### config.mk
export PLATFORM = sky130hd
export DESIGN_NAME = mzc_role_select
export DESIGN_NICKNAME = d
export VERILOG_FILES = /design/src/mzc_role_pkg.sv /design/src/mzc_role_select.sv
export VERILOG_INCLUDE_DIRS = /design/src
export SDC_FILE = /design/constraint.sdc
export NUM_CORES = 1
export LEC_CHECK = 0
export ABC_AREA = 1
export BUFFER_PORTS_ARGS = -buffer_cell sky130_fd_sc_hd__buf_2
export CORE_MARGIN = 3
export CORE_UTILIZATION = 28
export DETAILED_ROUTE_END_ITERATION = 8
export PLACE_DENSITY = 0.53
export RECOVER_POWER = 100
export SYNTH_ARGS = -nofsm -noshare
export SYNTH_HDL_FRONTEND = slang
export SYNTH_SLANG_ARGS = --single-unit
### constraint.sdc
create_clock -name sys_clk -period 1.3 [get_ports sys_clk]
set_input_delay 0.195 -clock sys_clk [delete_from_list [all_inputs] [get_ports sys_clk]]
set_output_delay 0.195 -clock sys_clk [all_outputs]
set_load 0.02 [all_outputs]
### src/mzc_role_params.svh
`ifndef MZC_ROLE_PARAMS_SVH
`define MZC_ROLE_PARAMS_SVH
// register byte offsets
`define MZC_OFS_INFO 12'h000
`define MZC_OFS_CTRL 12'h004
`define MZC_OFS_LOCAL 12'h008
`define MZC_OFS_STATUS 12'h00C
`define MZC_OFS_MASK 12'h010
// control fields
`define MZC_CTRL_LISTEN_LSB 0
`define MZC_CTRL_SLOW 4
`define MZC_CTRL_REQ 5
// reset values
`define MZC_CTRL_RST 6'h0F
`define MZC_LOCAL_RST 4'h0
`define MZC_MASK_RST 7'h00
`endif

### src/mzc_role_pkg.sv
package mzc_role_pkg;
   typedef enum {CAPT_IDLE, CAPT_SETTLE, CAPT_SAMPLE, CAPT_LOCKED} mzc_capt_t;
   typedef struct packed {
      logic fastLow;
      logic cfgHit;
      logic grant;
      logic [3:0] line;
   } mzc_evt_t;
   typedef struct packed {
      logic [3:0] o;
      logic [3:0] oe;
   } mzc_odpin_t;
endpackage

### src/mzc_role_select.sv
`timescale 1ns/1ps
`include "mzc_role_params.svh"
module mzc_role_select (
   input wire logic sys_clk, // pci-derived clock
   input wire logic resetn, // carrier bus reset
   input wire logic [11:0] paddr, // apb address
   input wire logic psel, // apb select
   input wire logic penable, // apb enable
   input wire logic pwrite, // apb direction
   input wire logic [31:0] pwdata, // apb write data
   output logic pready, // apb ready
   output logic [31:0] prdata, // apb read data
   output logic pslverr, // apb error
   input wire logic roleStrapN, // host-role strap
   input wire logic [3:0] intLineIn, // interrupt lines a..d level
   output mzc_role_pkg::mzc_odpin_t intLines, // interrupt line drive
   input wire logic fastBusCapableIn, // capability line level
   output logic fastBusCapableOut, // capability line drive value
   output logic fastBusCapableOe, // capability line enable
   input wire logic secondAgentCfgSelect, // second agent cfg select
   output logic secondAgentCfgHit, // second agent addressed
   input wire logic [3:0] secondAgentIntReq, // second agent interrupts
   input wire logic secondAgentBusGrantN, // arbiter grant
   output logic secondAgentBusRequestN, // request to arbiter
   output logic secondAgentBusOwned, // agent may drive bus
   output logic presentN, // card presence
   output logic hostRole, // host role in effect
   output logic enumEnable, // enumeration allowed
   output logic busAt33, // bus held to slow speed
   output logic irq // unmasked event pending
);

   function automatic logic [3:0] rotInt(input logic [3:0] a);
      rotInt = {a[2:0], a[3]};
   endfunction

   function automatic logic isMapped(input logic [11:0] a);
      isMapped = (a == `MZC_OFS_INFO) || (a == `MZC_OFS_CTRL) ||
                 (a == `MZC_OFS_LOCAL) || (a == `MZC_OFS_STATUS) ||
                 (a == `MZC_OFS_MASK);
   endfunction

   // strap capture
   logic strapMeta_r, strapSync_r;
   mzc_role_pkg::mzc_capt_t capt_r, capt_nxt;
   logic hostRole_r, hostRole_nxt;

   always_comb begin
      capt_nxt = capt_r;
      hostRole_nxt = hostRole_r;
      case (capt_r)
         mzc_role_pkg::CAPT_IDLE: capt_nxt = mzc_role_pkg::CAPT_SETTLE;
         mzc_role_pkg::CAPT_SETTLE: capt_nxt = mzc_role_pkg::CAPT_SAMPLE;
         mzc_role_pkg::CAPT_SAMPLE: begin
            hostRole_nxt = ~strapSync_r;
            capt_nxt = mzc_role_pkg::CAPT_LOCKED;
         end
         mzc_role_pkg::CAPT_LOCKED: capt_nxt = mzc_role_pkg::CAPT_LOCKED;
         default: capt_nxt = mzc_role_pkg::CAPT_IDLE;
      endcase
   end

   // reset holds plain i/o role: interrupt lines not driven until the strap is known
   always_ff @(posedge sys_clk or negedge resetn) begin
      if (!resetn) begin
         strapMeta_r <= 1'b1;
         strapSync_r <= 1'b1;
         capt_r <= mzc_role_pkg::CAPT_IDLE;
         hostRole_r <= 1'b0;
      end else begin
         strapMeta_r <= roleStrapN;
         strapSync_r <= strapMeta_r;
         capt_r <= capt_nxt;
         hostRole_r <= hostRole_nxt;
      end
   end

   wire locked = (capt_r == mzc_role_pkg::CAPT_LOCKED);

   // apb slave and registers
   logic [5:0] ctrl_r, ctrl_nxt;
   logic [3:0] local_r, local_nxt;
   logic [6:0] mask_r, mask_nxt;
   mzc_role_pkg::mzc_evt_t status_r, status_nxt, evt;
   logic [31:0] prdata_nxt;
   logic pready_nxt, pslverr_nxt;
   logic [3:0] linePrev_r;
   logic cfgPrev_r, fastPrev_r, owned_r, owned_nxt;

   wire setup = psel & ~penable;
   wire done = psel & penable & pready;
   wire wrDone = done & pwrite & isMapped(paddr);
   wire rdStat = done & ~pwrite & (paddr == `MZC_OFS_STATUS);
   wire [3:0] listen = ctrl_r[`MZC_CTRL_LISTEN_LSB +: 4];

   always_comb begin
      evt = '0;
      // software may repartition via listen bits; hardware never does
      if (hostRole_r && locked) begin
         evt.line = linePrev_r & ~intLineIn & listen;
      end
      evt.grant = owned_nxt & ~owned_r;
      evt.cfgHit = secondAgentCfgSelect & ~cfgPrev_r;
      evt.fastLow = fastPrev_r & ~fastBusCapableIn;
   end

   always_comb begin
      ctrl_nxt = ctrl_r;
      local_nxt = local_r;
      mask_nxt = mask_r;
      if (wrDone && paddr == `MZC_OFS_CTRL) ctrl_nxt = pwdata[5:0];
      if (wrDone && paddr == `MZC_OFS_LOCAL) local_nxt = pwdata[3:0];
      if (wrDone && paddr == `MZC_OFS_MASK) mask_nxt = pwdata[6:0];
      // set beats the read-clear in the same cycle
      status_nxt = (rdStat ? 7'h00 : status_r) | evt;
      pready_nxt = setup;
      pslverr_nxt = setup & ~isMapped(paddr);
      prdata_nxt = prdata;
      if (setup) begin
         prdata_nxt = 32'h0000_0000;
         case (paddr)
            `MZC_OFS_INFO: prdata_nxt[4:0] = {owned_r, busAt33,
               locked, enumEnable, hostRole_r};
            `MZC_OFS_CTRL: prdata_nxt[5:0] = ctrl_r;
            `MZC_OFS_LOCAL: prdata_nxt[3:0] = local_r;
            `MZC_OFS_STATUS: prdata_nxt[6:0] = status_r;
            `MZC_OFS_MASK: prdata_nxt[6:0] = mask_r;
            default: prdata_nxt = 32'h0000_0000;
         endcase
      end
      owned_nxt = ctrl_r[`MZC_CTRL_REQ] & ~secondAgentBusGrantN;
   end

   always_ff @(posedge sys_clk or negedge resetn) begin
      if (!resetn) begin
         ctrl_r <= `MZC_CTRL_RST;
         local_r <= `MZC_LOCAL_RST;
         mask_r <= `MZC_MASK_RST;
         status_r <= '0;
         pready <= 1'b0;
         pslverr <= 1'b0;
         prdata <= 32'h0000_0000;
         linePrev_r <= 4'hF;
         cfgPrev_r <= 1'b0;
         fastPrev_r <= 1'b1;
         owned_r <= 1'b0;
      end else begin
         ctrl_r <= ctrl_nxt;
         local_r <= local_nxt;
         mask_r <= mask_nxt;
         status_r <= status_nxt;
         pready <= pready_nxt;
         pslverr <= pslverr_nxt;
         prdata <= prdata_nxt;
         linePrev_r <= intLineIn;
         cfgPrev_r <= secondAgentCfgSelect;
         fastPrev_r <= fastBusCapableIn;
         owned_r <= owned_nxt;
      end
   end

   // pin outputs
   mzc_role_pkg::mzc_odpin_t pins_nxt;
   always_comb begin
      pins_nxt.o = 4'h0;
      // host never drives; i/o role pulls own plus rotated agent requests
      if (hostRole_r || !locked) pins_nxt.oe = 4'h0;
      else pins_nxt.oe = local_r | rotInt(secondAgentIntReq);
   end

   always_ff @(posedge sys_clk or negedge resetn) begin
      if (!resetn) begin
         intLines <= '0;
         fastBusCapableOut <= 1'b0;
         fastBusCapableOe <= 1'b0;
         secondAgentCfgHit <= 1'b0;
         secondAgentBusRequestN <= 1'b1;
         secondAgentBusOwned <= 1'b0;
         presentN <= 1'b0;
         hostRole <= 1'b0;
         enumEnable <= 1'b0;
         busAt33 <= 1'b0;
         irq <= 1'b0;
      end else begin
         intLines <= pins_nxt;
         fastBusCapableOut <= 1'b0;
         fastBusCapableOe <= ctrl_r[`MZC_CTRL_SLOW];
         secondAgentCfgHit <= secondAgentCfgSelect;
         secondAgentBusRequestN <= ~ctrl_r[`MZC_CTRL_REQ];
         secondAgentBusOwned <= owned_r;
         presentN <= 1'b0;
         hostRole <= hostRole_r;
         enumEnable <= hostRole_r & locked;
         busAt33 <= ~fastBusCapableIn;
         irq <= |(status_r & mask_r);
      end
   end
endmodule // mzc_role_select

Word-level counts from Yosys, hierarchy flattened
Index checks and enable logic that the tools add are counted.
Cells by class
  eq/ne operators: 8
  muxes and demuxes: 8
  bitwise logic cells: 28
  reduce and logical (&&, ||, !) cells: 14
Operator list (number)
  equality test 32 x 2 -> 1 bit, second input constant: 2
  equality test 32 x 1 -> 1 bit, second input constant: 1
  equality test 32 x 3 -> 1 bit, second input constant: 1
  logical NOT 32 bit: 1
  equality test 12 x 4 -> 1 bit, second input constant: 2
  one-hot mux 4 bit (5 select lines): 1
  bitwise AND 1 bit: 13
  equality test 12 x 3 -> 1 bit, second input constant: 1
  equality test 12 x 5 -> 1 bit, second input constant: 1
  logical NOT 12 bit: 1
  inverter 1 bit: 9
  bitwise AND 4 bit: 2
  two-way mux 4 bit: 2
  bitwise AND 7 bit: 1
  two-way mux 7 bit: 1
  bitwise OR 7 bit: 1
  OR reduction 7 bit: 1
  one-hot mux 2 bit (3 select lines): 1
  logical OR 1 bit: 5
  logical AND 1 bit: 4
  inverter 4 bit: 1
  bitwise OR 4 bit: 1
  one-hot mux 1 bit (4 select lines): 1
  one-hot mux 1 bit (3 select lines): 1
  other kinds (3): 3
Storage, ports and cells
  register bits: 86
  bits of input ports: 61
  output and inout bits: 52
  word-level logic and storage cells: 84

Longest topological paths before layout
Gate-level depths: netlist (run 1).
  depth in word-level cells: 7
  mapped depth: 10
  depth with buffers taken out: 9

Worst setup path before layout (run 1)
Ideal clock, no wire load.
  path kind: register to register
  start point: register pready
  end point: register mask_r[6]
  library setup time: 0.117 ns
  arrival: 1.186 ns
  data required time: 1.183 ns
  setup slack: -0.004 ns
  stages on the path, launching flop included: 6
  buffers on the path: 1
  clock period less this slack: 1.304 ns
  path through: dfrtp_1 > nand3_1 > nand3b_1 > buf_6 > nand2_1 > o21ai_2
Between the ends
  longest elaborated chain between the ends: 4
Ends and longest elaborated chain
  start: declaration: RTL line mzc_role_select.sv:11  | output logic pready,
  start signal: assignment: RTL line mzc_role_select.sv:152  | pready <= pready_nxt;
  bitwise AND 1 bit: RTL line mzc_role_select.sv:91  | wire done = psel & penable & pready;
  bitwise AND 1 bit (2 in series): RTL line mzc_role_select.sv:92  | wire wrDone = done & pwrite & isMapped(paddr);
  logical AND 1 bit (no source line)
  end signal: assignment: RTL line mzc_role_select.sv:138  | mask_r <= `MZC_MASK_RST;
  end signal: assignment: RTL line mzc_role_select.sv:150  | mask_r <= mask_nxt;
  end: declaration: RTL line mzc_role_select.sv:83  | logic [6:0] mask_r, mask_nxt;
No other way between the ends.
A chain may end at the register's enable or synchronous reset.

==> results of run 1 <==
==> through the flow <==
step | hold slack, ns | cells | instance area [um^2]
3_5_place_dp | 0.102 | 507 | 3210
5_1_grt | 0.0417 | 526 | 3360
2_1_floorplan | -0.101 | 327 | 2800
4_1_cts | 0.000106 | 522 | 3370
3_3_place_gp | 0.102 | 507 | 3210
6_report | 0.0526 | 526 | 3360
==> kinds of logic (layout without fill, tap and decap cells) <==
kind of cell,Yosys count,count (layout),synth area share
AOI/OAI and AO/OA,35,35,0.0819
buffers and inverters,72,142,0.152
DFF,56,56,0.527
other,1,31,0.00139
and+or+nand+nor,133,133,0.238
==> routing by layer <==
metal	share of wire	wire [um]	vias to the layer above
li1	-	-	1085
met5	0	0	-
met3	0.045	288	7
met4	0.015	99	0
met2	0.47	3020	65
met1	0.47	3030	1002
==> repair_timing <==
item / 4_1_cts / 5_1_grt
setup endpoints to repair: 10 / 20
buffers inserted: 0 / 3
gates cloned: 0 / 0
hold endpoints to repair: 13 / 1
resized for setup: 1 / 4
pin swaps: 0 / 2
hold buffers: 7 / 1
==> worst max-delay path: cells and delay by family <==
kind,cells,cell delay (ns)
buf+inv,2,0.25
simple gates,5,0.79
compound gates,1,0.14
==> registers in the layout, summed over array words and instances (netlist names) <==
signal,count
busAt33,1
capt_r,2
ctrl_r,6
enumEnable,1
fastBusCapableOe,1
fastPrev_r,1
hostRole,1
hostRole_r,1
intLines,4
irq,1
linePrev_r,4
local_r,4
mask_r,7
owned_r,1
prdata,7
pready,1
pslverr,1
secondAgentBusOwned,1
secondAgentBusRequestN,1
secondAgentCfgHit,1
status_r,7
strapMeta_r,1
strapSync_r,1
==> cell usage after synthesis <==
cell type and instances:
nand2_1 58, dfrtp_1 44, inv_1 35, buf_4 31, nor2_1 29, nand3_1 19
dfstp_2 12, o21ai_0 12, nand4_1 8, o21ai_2 7, a21oi_1 6, o22ai_1 5
nand2_2 4, buf_6 3, nand3b_1 3, nor2_4 3, nor3_1 3, a31oi_1 2
inv_2 2, nor2_2 2, a221oi_1 1, clkbuf_1 1, conb_1 1, nand2_4 1
nand3_2 1, nand4_4 1, nor3_4 1, o211ai_1 1, o32ai_1 1
==> final cells by class <==
| cell class | count | area (um^2) |
|---|---|---|
| clock inverter | 1 | 5.00 |
| clock buffer | 7 | 76.3 |
| fill | 989 | 5920 |
| sequential | 56 | 1420 |
| tap | 129 | 161 |
| inverter | 37 | 139 |
| multi-input combinational | 199 | 970 |
| timing repair buffer | 97 | 594 |
==> power by group through the flow <==
stage | combinational (uW) | sequential (uW) | clock, uW
after floorplan | 230 | 1900 | 0
after global routing | 449 | 1830 | 1020
after CTS | 423 | 1820 | 950
final | 405 | 1820 | 909
after global placement | 403 | 1860 | 0
after detailed placement | 404 | 1860 | 0
==> worst min-delay path by stage <==
stage / to / slack [ns] / cells after the start
finish: owned_r$_DFF_PN0_ / 0.05 / 2
global route: owned_r$_DFF_PN0_ / 0.04 / 2
CTS: secondAgentCfgHit$_DFF_PN0_ / 0.0001 / 1
detailed placement: enumEnable$_DFF_PN0_ / 0.10 / 1
global placement: enumEnable$_DFF_PN0_ / 0.10 / 1
floorplan: busAt33$_DFF_PN0_ / -0.10 / 0
==> impl_metrics.yaml, run 1 <==
worst_hold_path:
  hold_class: "input port to flip-flop"
  hp-start: "secondAgentBusGrantN"
route:
  routed_wl_um: 6440
  drc: 0
  vias: 2159
  dr.first_iter.drc_count: 107
  wl_per_cell_um: 12.2
  final_antenna_net_count: 0
  drt-vias-per-instance: 4.10
  drt-pass1-iter-count: 4
sta:
  layout_setup_ws_ns: 0.0874
  skew_ns: 0.00394
  period_needed_ns: 1.21
  rsz0062_at_grt: "no"
  setup_viol: 0
  finalMaxSlewViolations: 0
  max_freq_mhz: 825
  final.setup.tns_ns: 0
  slew-limit-headroom: 0.511
  hold_violations: 0
  fin_crit_sh: 0.933
  worstMarginPinSlew_ns: 0.733
layout:
  final_core_util: 0.362
  final_common_cell: "nand2_1"
  drive_gt1_frac: 0.254
  synthToLayoutAreaGrowth_pct: 25.1
  final_cell_mix: "58 x nand2_1, 43 x dfrtp_1, 35 x inv_1, 31 x conb_1"
  nets: 457
  insertedDiodeCount: 0
worst_setup_path:
  cpMaxStageDelayCell: "nor3_4"
  criticalPathCategory: "input port to flip-flop"
  critical_path.startpoint: "paddr[7]"
  cp_slowest_stage_delay_ns: 0.31
  cp.arrival_ns: 1.38
  critPathMaxFanout: 7
  start_kind: "input port"
  crit_end: "status_r[4]$_DFF_PN0_"
  r2r_setup_slack_ns: 0.09
  worstPathCellList: "buf_2 > nor2_2 > nand2_1 > nor2_4 > buf_4 > nand2_4 > nor3_4 > o32ai_1"
  r2r-start: "pready$_DFF_PN0_"
  r2r-end: "ctrl_r[0]$_DFFE_PN1P_"
  end_kind: "flip-flop"
  crit_required_ns: 1.47
  r2r.worst_path.cells: 5
place:
  gp_congestion: 0.800
  place_ws_ns: -0.220
  dp_hpwl_um: 5020
  numPortBuffers: 56
clocking:
  insertion_delay_ns: 0.30
  cts_num_sinks: 56
  htree_levels: 2
  root_buffer: "clkbuf_8"
  clk_pin_slew_worst_paths_ns: 0.09
  tritoncts: "done"
  cts_inserted_buffers: 5
  clockBufferDepth: 2
synth:
  synth_area_leaders: "dfrtp_1 41%, dfstp_2 12%, buf_4 8.7%, nand2_1 8.1%, inv_1 4.9%"
  synth_seq_cells: 56
  yosys.area.top_type: "dfrtp_1"
  netlist_area_um2: 2690
  synth.avg_cell_area_um2: 9.05
  yosysSeqAreaShare: 0.527
  yosysTopAreaCellShare: 0.409
  ys_types: 29
  syn_inst: 297
  yosys_warnings: 0
floorplanning:
  placementRows: 35
  die-area_um2: 10800
  initial_core_util: 0.290
  die_h_um: 104
  core_um2: 9280
  fp.dieW_um: 104
  io_pins: 113
run_status:
  status: "completed"
power:
  ir_worst_vdd_mv: 0.377
  clkPwrFrac: 0.290
  p_int_uw: 2310
  power_frac_seq: 0.581
  power.total_uw: 3140
  power_density_nw_per_um2: 933
  combPwrFrac: 0.129
  switching_power_uw: 834
  swShare: 0.266
  p_leak_uw: 0.00168
grt:
  grt_use_met3: 0.0180
  overflow: 0
  grt.busiest_layer: "met2"
  grt_pass1_wl_um: 10400
  grt_use_met1: 0.161
  antenna_found_initial: 0
  grt_max_degree: 32
  grt_use_total: 0.119
  first_global_vias: 2119
  grt.met2_usage: 0.189
job:
  maxCapViolCount: 0
(Power assumes the default switching activity.)
==> inputs of run 2 (changes only) <==
- CORE_UTILIZATION: 28 -> 48
- PLACE_DENSITY: 0.53 -> 0.81
==> impl_metrics.yaml, run 2 (same netlist as run 1, synthesis figures left out) <==
power:
  ir_worst_vdd_mv: 0.508
  power.total_uw: 3140
  power_density_nw_per_um2: 962
  p_leak_uw: 0.00167
route:
  drc: 0
  routed_wl_um: 5890
  dr.first_iter.drc_count: 157
  vias: 2230
  drt-pass1-iter-count: 4
  final_antenna_net_count: 0
  drt-vias-per-instance: 4.83
  wl_per_cell_um: 12.7
run_status:
  status: "completed"
layout:
  design_area_um2: 3260
  final_common_cell: "nand2_1"
  drive_gt1_frac: 0.270
  fillCellCount: 479
  insertedDiodeCount: 0
  synthToLayoutAreaGrowth_pct: 21.4
  nets: 452
  reg_top3: "mask_r: 7 flops, prdata: 7 flops, status_r: 7 flops"
  final_cell_mix: "57 x nand2_1, 43 x dfrtp_1, 35 x inv_1, 31 x conb_1, 31 x buf_2"
grt:
  grt_pass1_wl_um: 9460
  first_global_vias: 2085
  antenna_found_initial: 0
  grt_max_degree: 57
  overflow: 0
  grt_use_total: 0.188
clocking:
  cts_inserted_buffers: 5
  tritoncts: "done"
  cts_num_sinks: 56
  root_buffer: "clkbuf_8"
  htree_levels: 2
  clockBufferDepth: 2
  clk_pin_slew_worst_paths_ns: 0.10
  insertion_delay_ns: 0.30
  cts_setup_buffers: 0
job:
  maxCapViolCount: 0
sta:
  period_needed_ns: 1.20
  rsz0062_at_grt: "yes"
  final.setup.tns_ns: 0
  slew-limit-headroom: 0.514
  hold_violations: 0
  setup_viol: 0
  skew_ns: 0.00951
  finalMaxSlewViolations: 0
  fin_crit_sh: 0.926
  max_freq_mhz: 831
  layout_setup_ws_ns: 0.0960
  worstMarginPinSlew_ns: 0.729
worst_hold_path:
  hp-start: "secondAgentCfgSelect"
  hold_class: "input port to flip-flop"
  min_to: "secondAgentCfgHit$_DFF_PN0_"
  whs_path_depth: 1
floorplanning:
  io_pins: 113
  core_um2: 5270
  placementRows: 26
  die_h_um: 80.8
  die-area_um2: 6540
  fp.dieW_um: 80.8
  initial_core_util: 0.510
worst_setup_path:
  crit_required_ns: 1.51
  end_kind: "flip-flop"
  criticalPathCategory: "flip-flop to flip-flop"
  r2r.worst_path.cells: 5
  cp.arrival_ns: 1.41
  start_kind: "flip-flop"
  r2r-start: "pready$_DFF_PN0_"
  r2r_setup_slack_ns: 0.1
  r2r-end: "mask_r[1]$_DFFE_PN0P_"
  critPathMaxFanout: 14
place:
  dp_hpwl_um: 4590
  numPortBuffers: 56
  place_ws_ns: -0.194
  gp_congestion: 0.821
  postPlaceCellArea_um2: 3130
==> run 2: changes by cell type in the layout (fill, tap and decap cells not counted), sizes merged <==
cell | previous run | this run
dlygate4sd3 | 8 | 7
clkinv | 1 | 3
clkbuf | 37 | 31
==> run 2: area by class of cell <==
type / count / area, um^2 / share of cell area
repair buffers: 92 / 537 / 0.164
inverters: 37 / 139 / 0.0426
clock inverters: 3 / 18.8 / 0.00575
clock buffers: 5 / 68.8 / 0.0211
well taps: 70 / 87.6 / 0.0268
flip-flops and latches: 56 / 1420 / 0.434
multi-input cells: 199 / 995 / 0.305
==> run 2: worst max-delay path, stage by stage (launching register included) <==
cell	delay [ns]
dfrtp_2	0.37
nand3_2	0.16
nand3b_1	0.21
buf_4	0.20
nand2_1	0.10
o21ai_2	0.05
==> run 2: worst max-delay path by stage <==
| stage | from | endpoint | cells past startpoint |
|---|---|---|---|
| 3_3_place_gp | paddr[11] | ctrl_r[4]$_DFFE_PN0P_ | 9 |
| 2_1_floorplan | pready$_DFF_PN0_ | mask_r[6]$_DFFE_PN0P_ | 5 |
| 6_report | pready$_DFF_PN0_ | mask_r[1]$_DFFE_PN0P_ | 5 |
| 4_1_cts | pready$_DFF_PN0_ | local_r[1]$_DFFE_PN0P_ | 5 |
| 3_5_place_dp | paddr[7] | ctrl_r[5]$_DFFE_PN0P_ | 9 |
| 5_1_grt | paddr[11] | prdata[1]$_DFFE_PN0P_ | 10 |
==> run 2: per-layer routing <==
metal	track usage	vias up	wire (um)
li1	-	1079	-
met3	0.0222	11	521
met1	0.244	1029	2390
met4	0.0709	0	121
met5	0	-	0
met2	0.321	111	2850
==> run 2: per-stage QoR <==
stage / util / cells / hold slack [ns]
floorplan: - / 327 / -0.101
global placement: 0.594 / 447 / 0.209
detailed placement: 0.594 / 447 / 0.210
CTS: 0.622 / 461 / 0.000185
global route: 0.619 / 462 / 0.00482
finish: 0.619 / 462 / 0.0163
==> run 2: power by group <==
group | internal [uW] | leakage, uW | total [uW] | switching [uW]
logic | 120 | 0.000960 | 397 | 277
clock network | 377 | 0.0000479 | 918 | 541
registers | 1800 | 0.000662 | 1820 | 23.2
==> run 2: what timing repair did <==
action	4_1_cts	5_1_grt
pin swaps	0	0
resized for setup	0	4
setup endpoints to repair	1	19
hold endpoints to repair	49	1
hold buffers	6	1
gates cloned	0	0
==> inputs of run 3 (changes only) <==
- HOLD_SLACK_MARGIN: unset -> 0.06
==> impl_metrics.yaml, run 3 (same netlist as run 1, synthesis figures left out) <==
layout:
  final_cell_mix: "57 x nand2_1, 43 x dfrtp_1, 35 x inv_1, 31 x conb_1, 30 x buf_2"
  final_common_cell: "nand2_1"
  nets: 454
  drive_gt1_frac: 0.266
  fin_cells: 464
  insertedDiodeCount: 0
  reg_top3: "mask_r: 7 flops, prdata: 7 flops, status_r: 7 flops"
  design_area_um2: 3280
  synthToLayoutAreaGrowth_pct: 22.1
  final_core_util: 0.623
  fillCellCount: 475
floorplanning:
  die_h_um: 80.8
  io_pins: 113
  core_um2: 5270
  fp.dieW_um: 80.8
  die-area_um2: 6540
  placementRows: 26
  initial_core_util: 0.510
worst_setup_path:
  r2r_setup_slack_ns: 0.09
  end_kind: "flip-flop"
  cp.arrival_ns: 1.41
  start_kind: "flip-flop"
  crit_required_ns: 1.50
  r2r.worst_path.cells: 5
  criticalPathCategory: "flip-flop to flip-flop"
  critPathMaxFanout: 14
  r2r-end: "mask_r[1]$_DFFE_PN0P_"
  r2r-start: "pready$_DFF_PN0_"
  critical_path.startpoint: "pready$_DFF_PN0_"
power:
  p_leak_uw: 0.00168
  power_density_nw_per_um2: 957
  power.total_uw: 3140
  ir_worst_vdd_mv: 0.503
sta:
  skew_ns: 0.00818
  slew-limit-headroom: 0.520
  worstMarginPinSlew_ns: 0.720
  fin_crit_sh: 0.928
  setup_viol: 0
  max_freq_mhz: 829
  final.setup.tns_ns: 0
  finalMaxSlewViolations: 0
  period_needed_ns: 1.21
  rsz0062_at_grt: "yes"
  hold_violations: 0
route:
  drc: 0
  final_antenna_net_count: 0
  drt-vias-per-instance: 4.79
  drt-pass1-iter-count: 6
  routed_wl_um: 5990
  dr.first_iter.drc_count: 138
  wl_per_cell_um: 12.9
  vias: 2224
worst_hold_path:
  hold_class: "input port to flip-flop"
  min_to: "intLines[0]$_DFF_PN0_"
  hp-start: "secondAgentIntReq[3]"
  whs_path_depth: 3
grt:
  first_global_vias: 2099
  antenna_found_initial: 0
  grt_max_degree: 57
  grt_use_total: 0.188
  overflow: 0
  grt_pass1_wl_um: 9510
clocking:
  clk_pin_slew_worst_paths_ns: 0.10
  tritoncts: "done"
  cts_inserted_buffers: 5
  htree_levels: 2
  root_buffer: "clkbuf_8"
  insertion_delay_ns: 0.30
  cts_num_sinks: 56
  clockBufferDepth: 2
place:
  numPortBuffers: 56
  postPlaceCellArea_um2: 3130
  dp_cells: 447
  gp_congestion: 0.821
  dp_hpwl_um: 4590
run_status:
  status: "completed"
job:
  maxCapViolCount: 0
==> run 3: cell types whose count changed in the layout (fill, tap and decap cells not counted), sizes merged <==
cell         previous run  this run
clkbuf                 31        32
dlygate4sd3             7         9
buf                    59        58
==> run 3: what timing repair did <==
| action | CTS | global route |
|---|---|---|
| hold buffers | 9 | 0 |
| setup endpoints to repair | 1 | 19 |
| setup buffers | 0 | 0 |
| hold endpoints to repair | 52 | 0 |
| resized for setup | 0 | 4 |
==> run 3: layer usage <==
layer  part of all wire  GRT usage
met1               0.42      0.244
met2               0.49      0.321
met3              0.070     0.0233
met4              0.019     0.0760
met5                  0          0
==> run 3: final cells by class <==
type	count	area, um^2	area share
flip-flops and latches	56	1420	0.432
clock buffers	5	68.8	0.0210
inverters	37	139	0.0423
clock inverters	3	18.8	0.00572
well taps	70	87.6	0.0267
multi-input cells	199	995	0.303
repair buffers	94	556	0.169
==> run 3: worst max-delay path by stage <==
stage | endpoint | slack, ns | depth (start not counted)
2_1_floorplan | mask_r[6]$_DFFE_PN0P_ | 0.05 | 5
3_3_place_gp | ctrl_r[4]$_DFFE_PN0P_ | -0.18 | 9
3_5_place_dp | ctrl_r[5]$_DFFE_PN0P_ | -0.19 | 9
4_1_cts | local_r[1]$_DFFE_PN0P_ | -0.0006 | 5
5_1_grt | prdata[1]$_DFFE_PN0P_ | -0.01 | 10
6_report | mask_r[1]$_DFFE_PN0P_ | 0.09 | 5
==> run 3: through the flow <==
stage	worst slack, ns	hold slack [ns]
after global placement	-0.178	0.209
after detailed placement	-0.194	0.210
after floorplan	0.0468	-0.101
final	0.0938	0.109
after global routing	-0.0133	0.117
after CTS	-0.000625	0.108
==> run 3: power by group <==
part | total, uW | leakage, uW | internal (uW) | switching [uW]
Combinational | 402 | 0.000966 | 123 | 278
Clock | 917 | 0.0000479 | 377 | 540
Sequential | 1820 | 0.000662 | 1800 | 23.1
==> run 3: worst max-delay path, cell delays in order (launching register included) <==
cell	delay, ns
dfrtp_2	0.37
nand3_2	0.16
nand3b_1	0.21
buf_4	0.20
nand2_1	0.10
o21ai_2	0.05
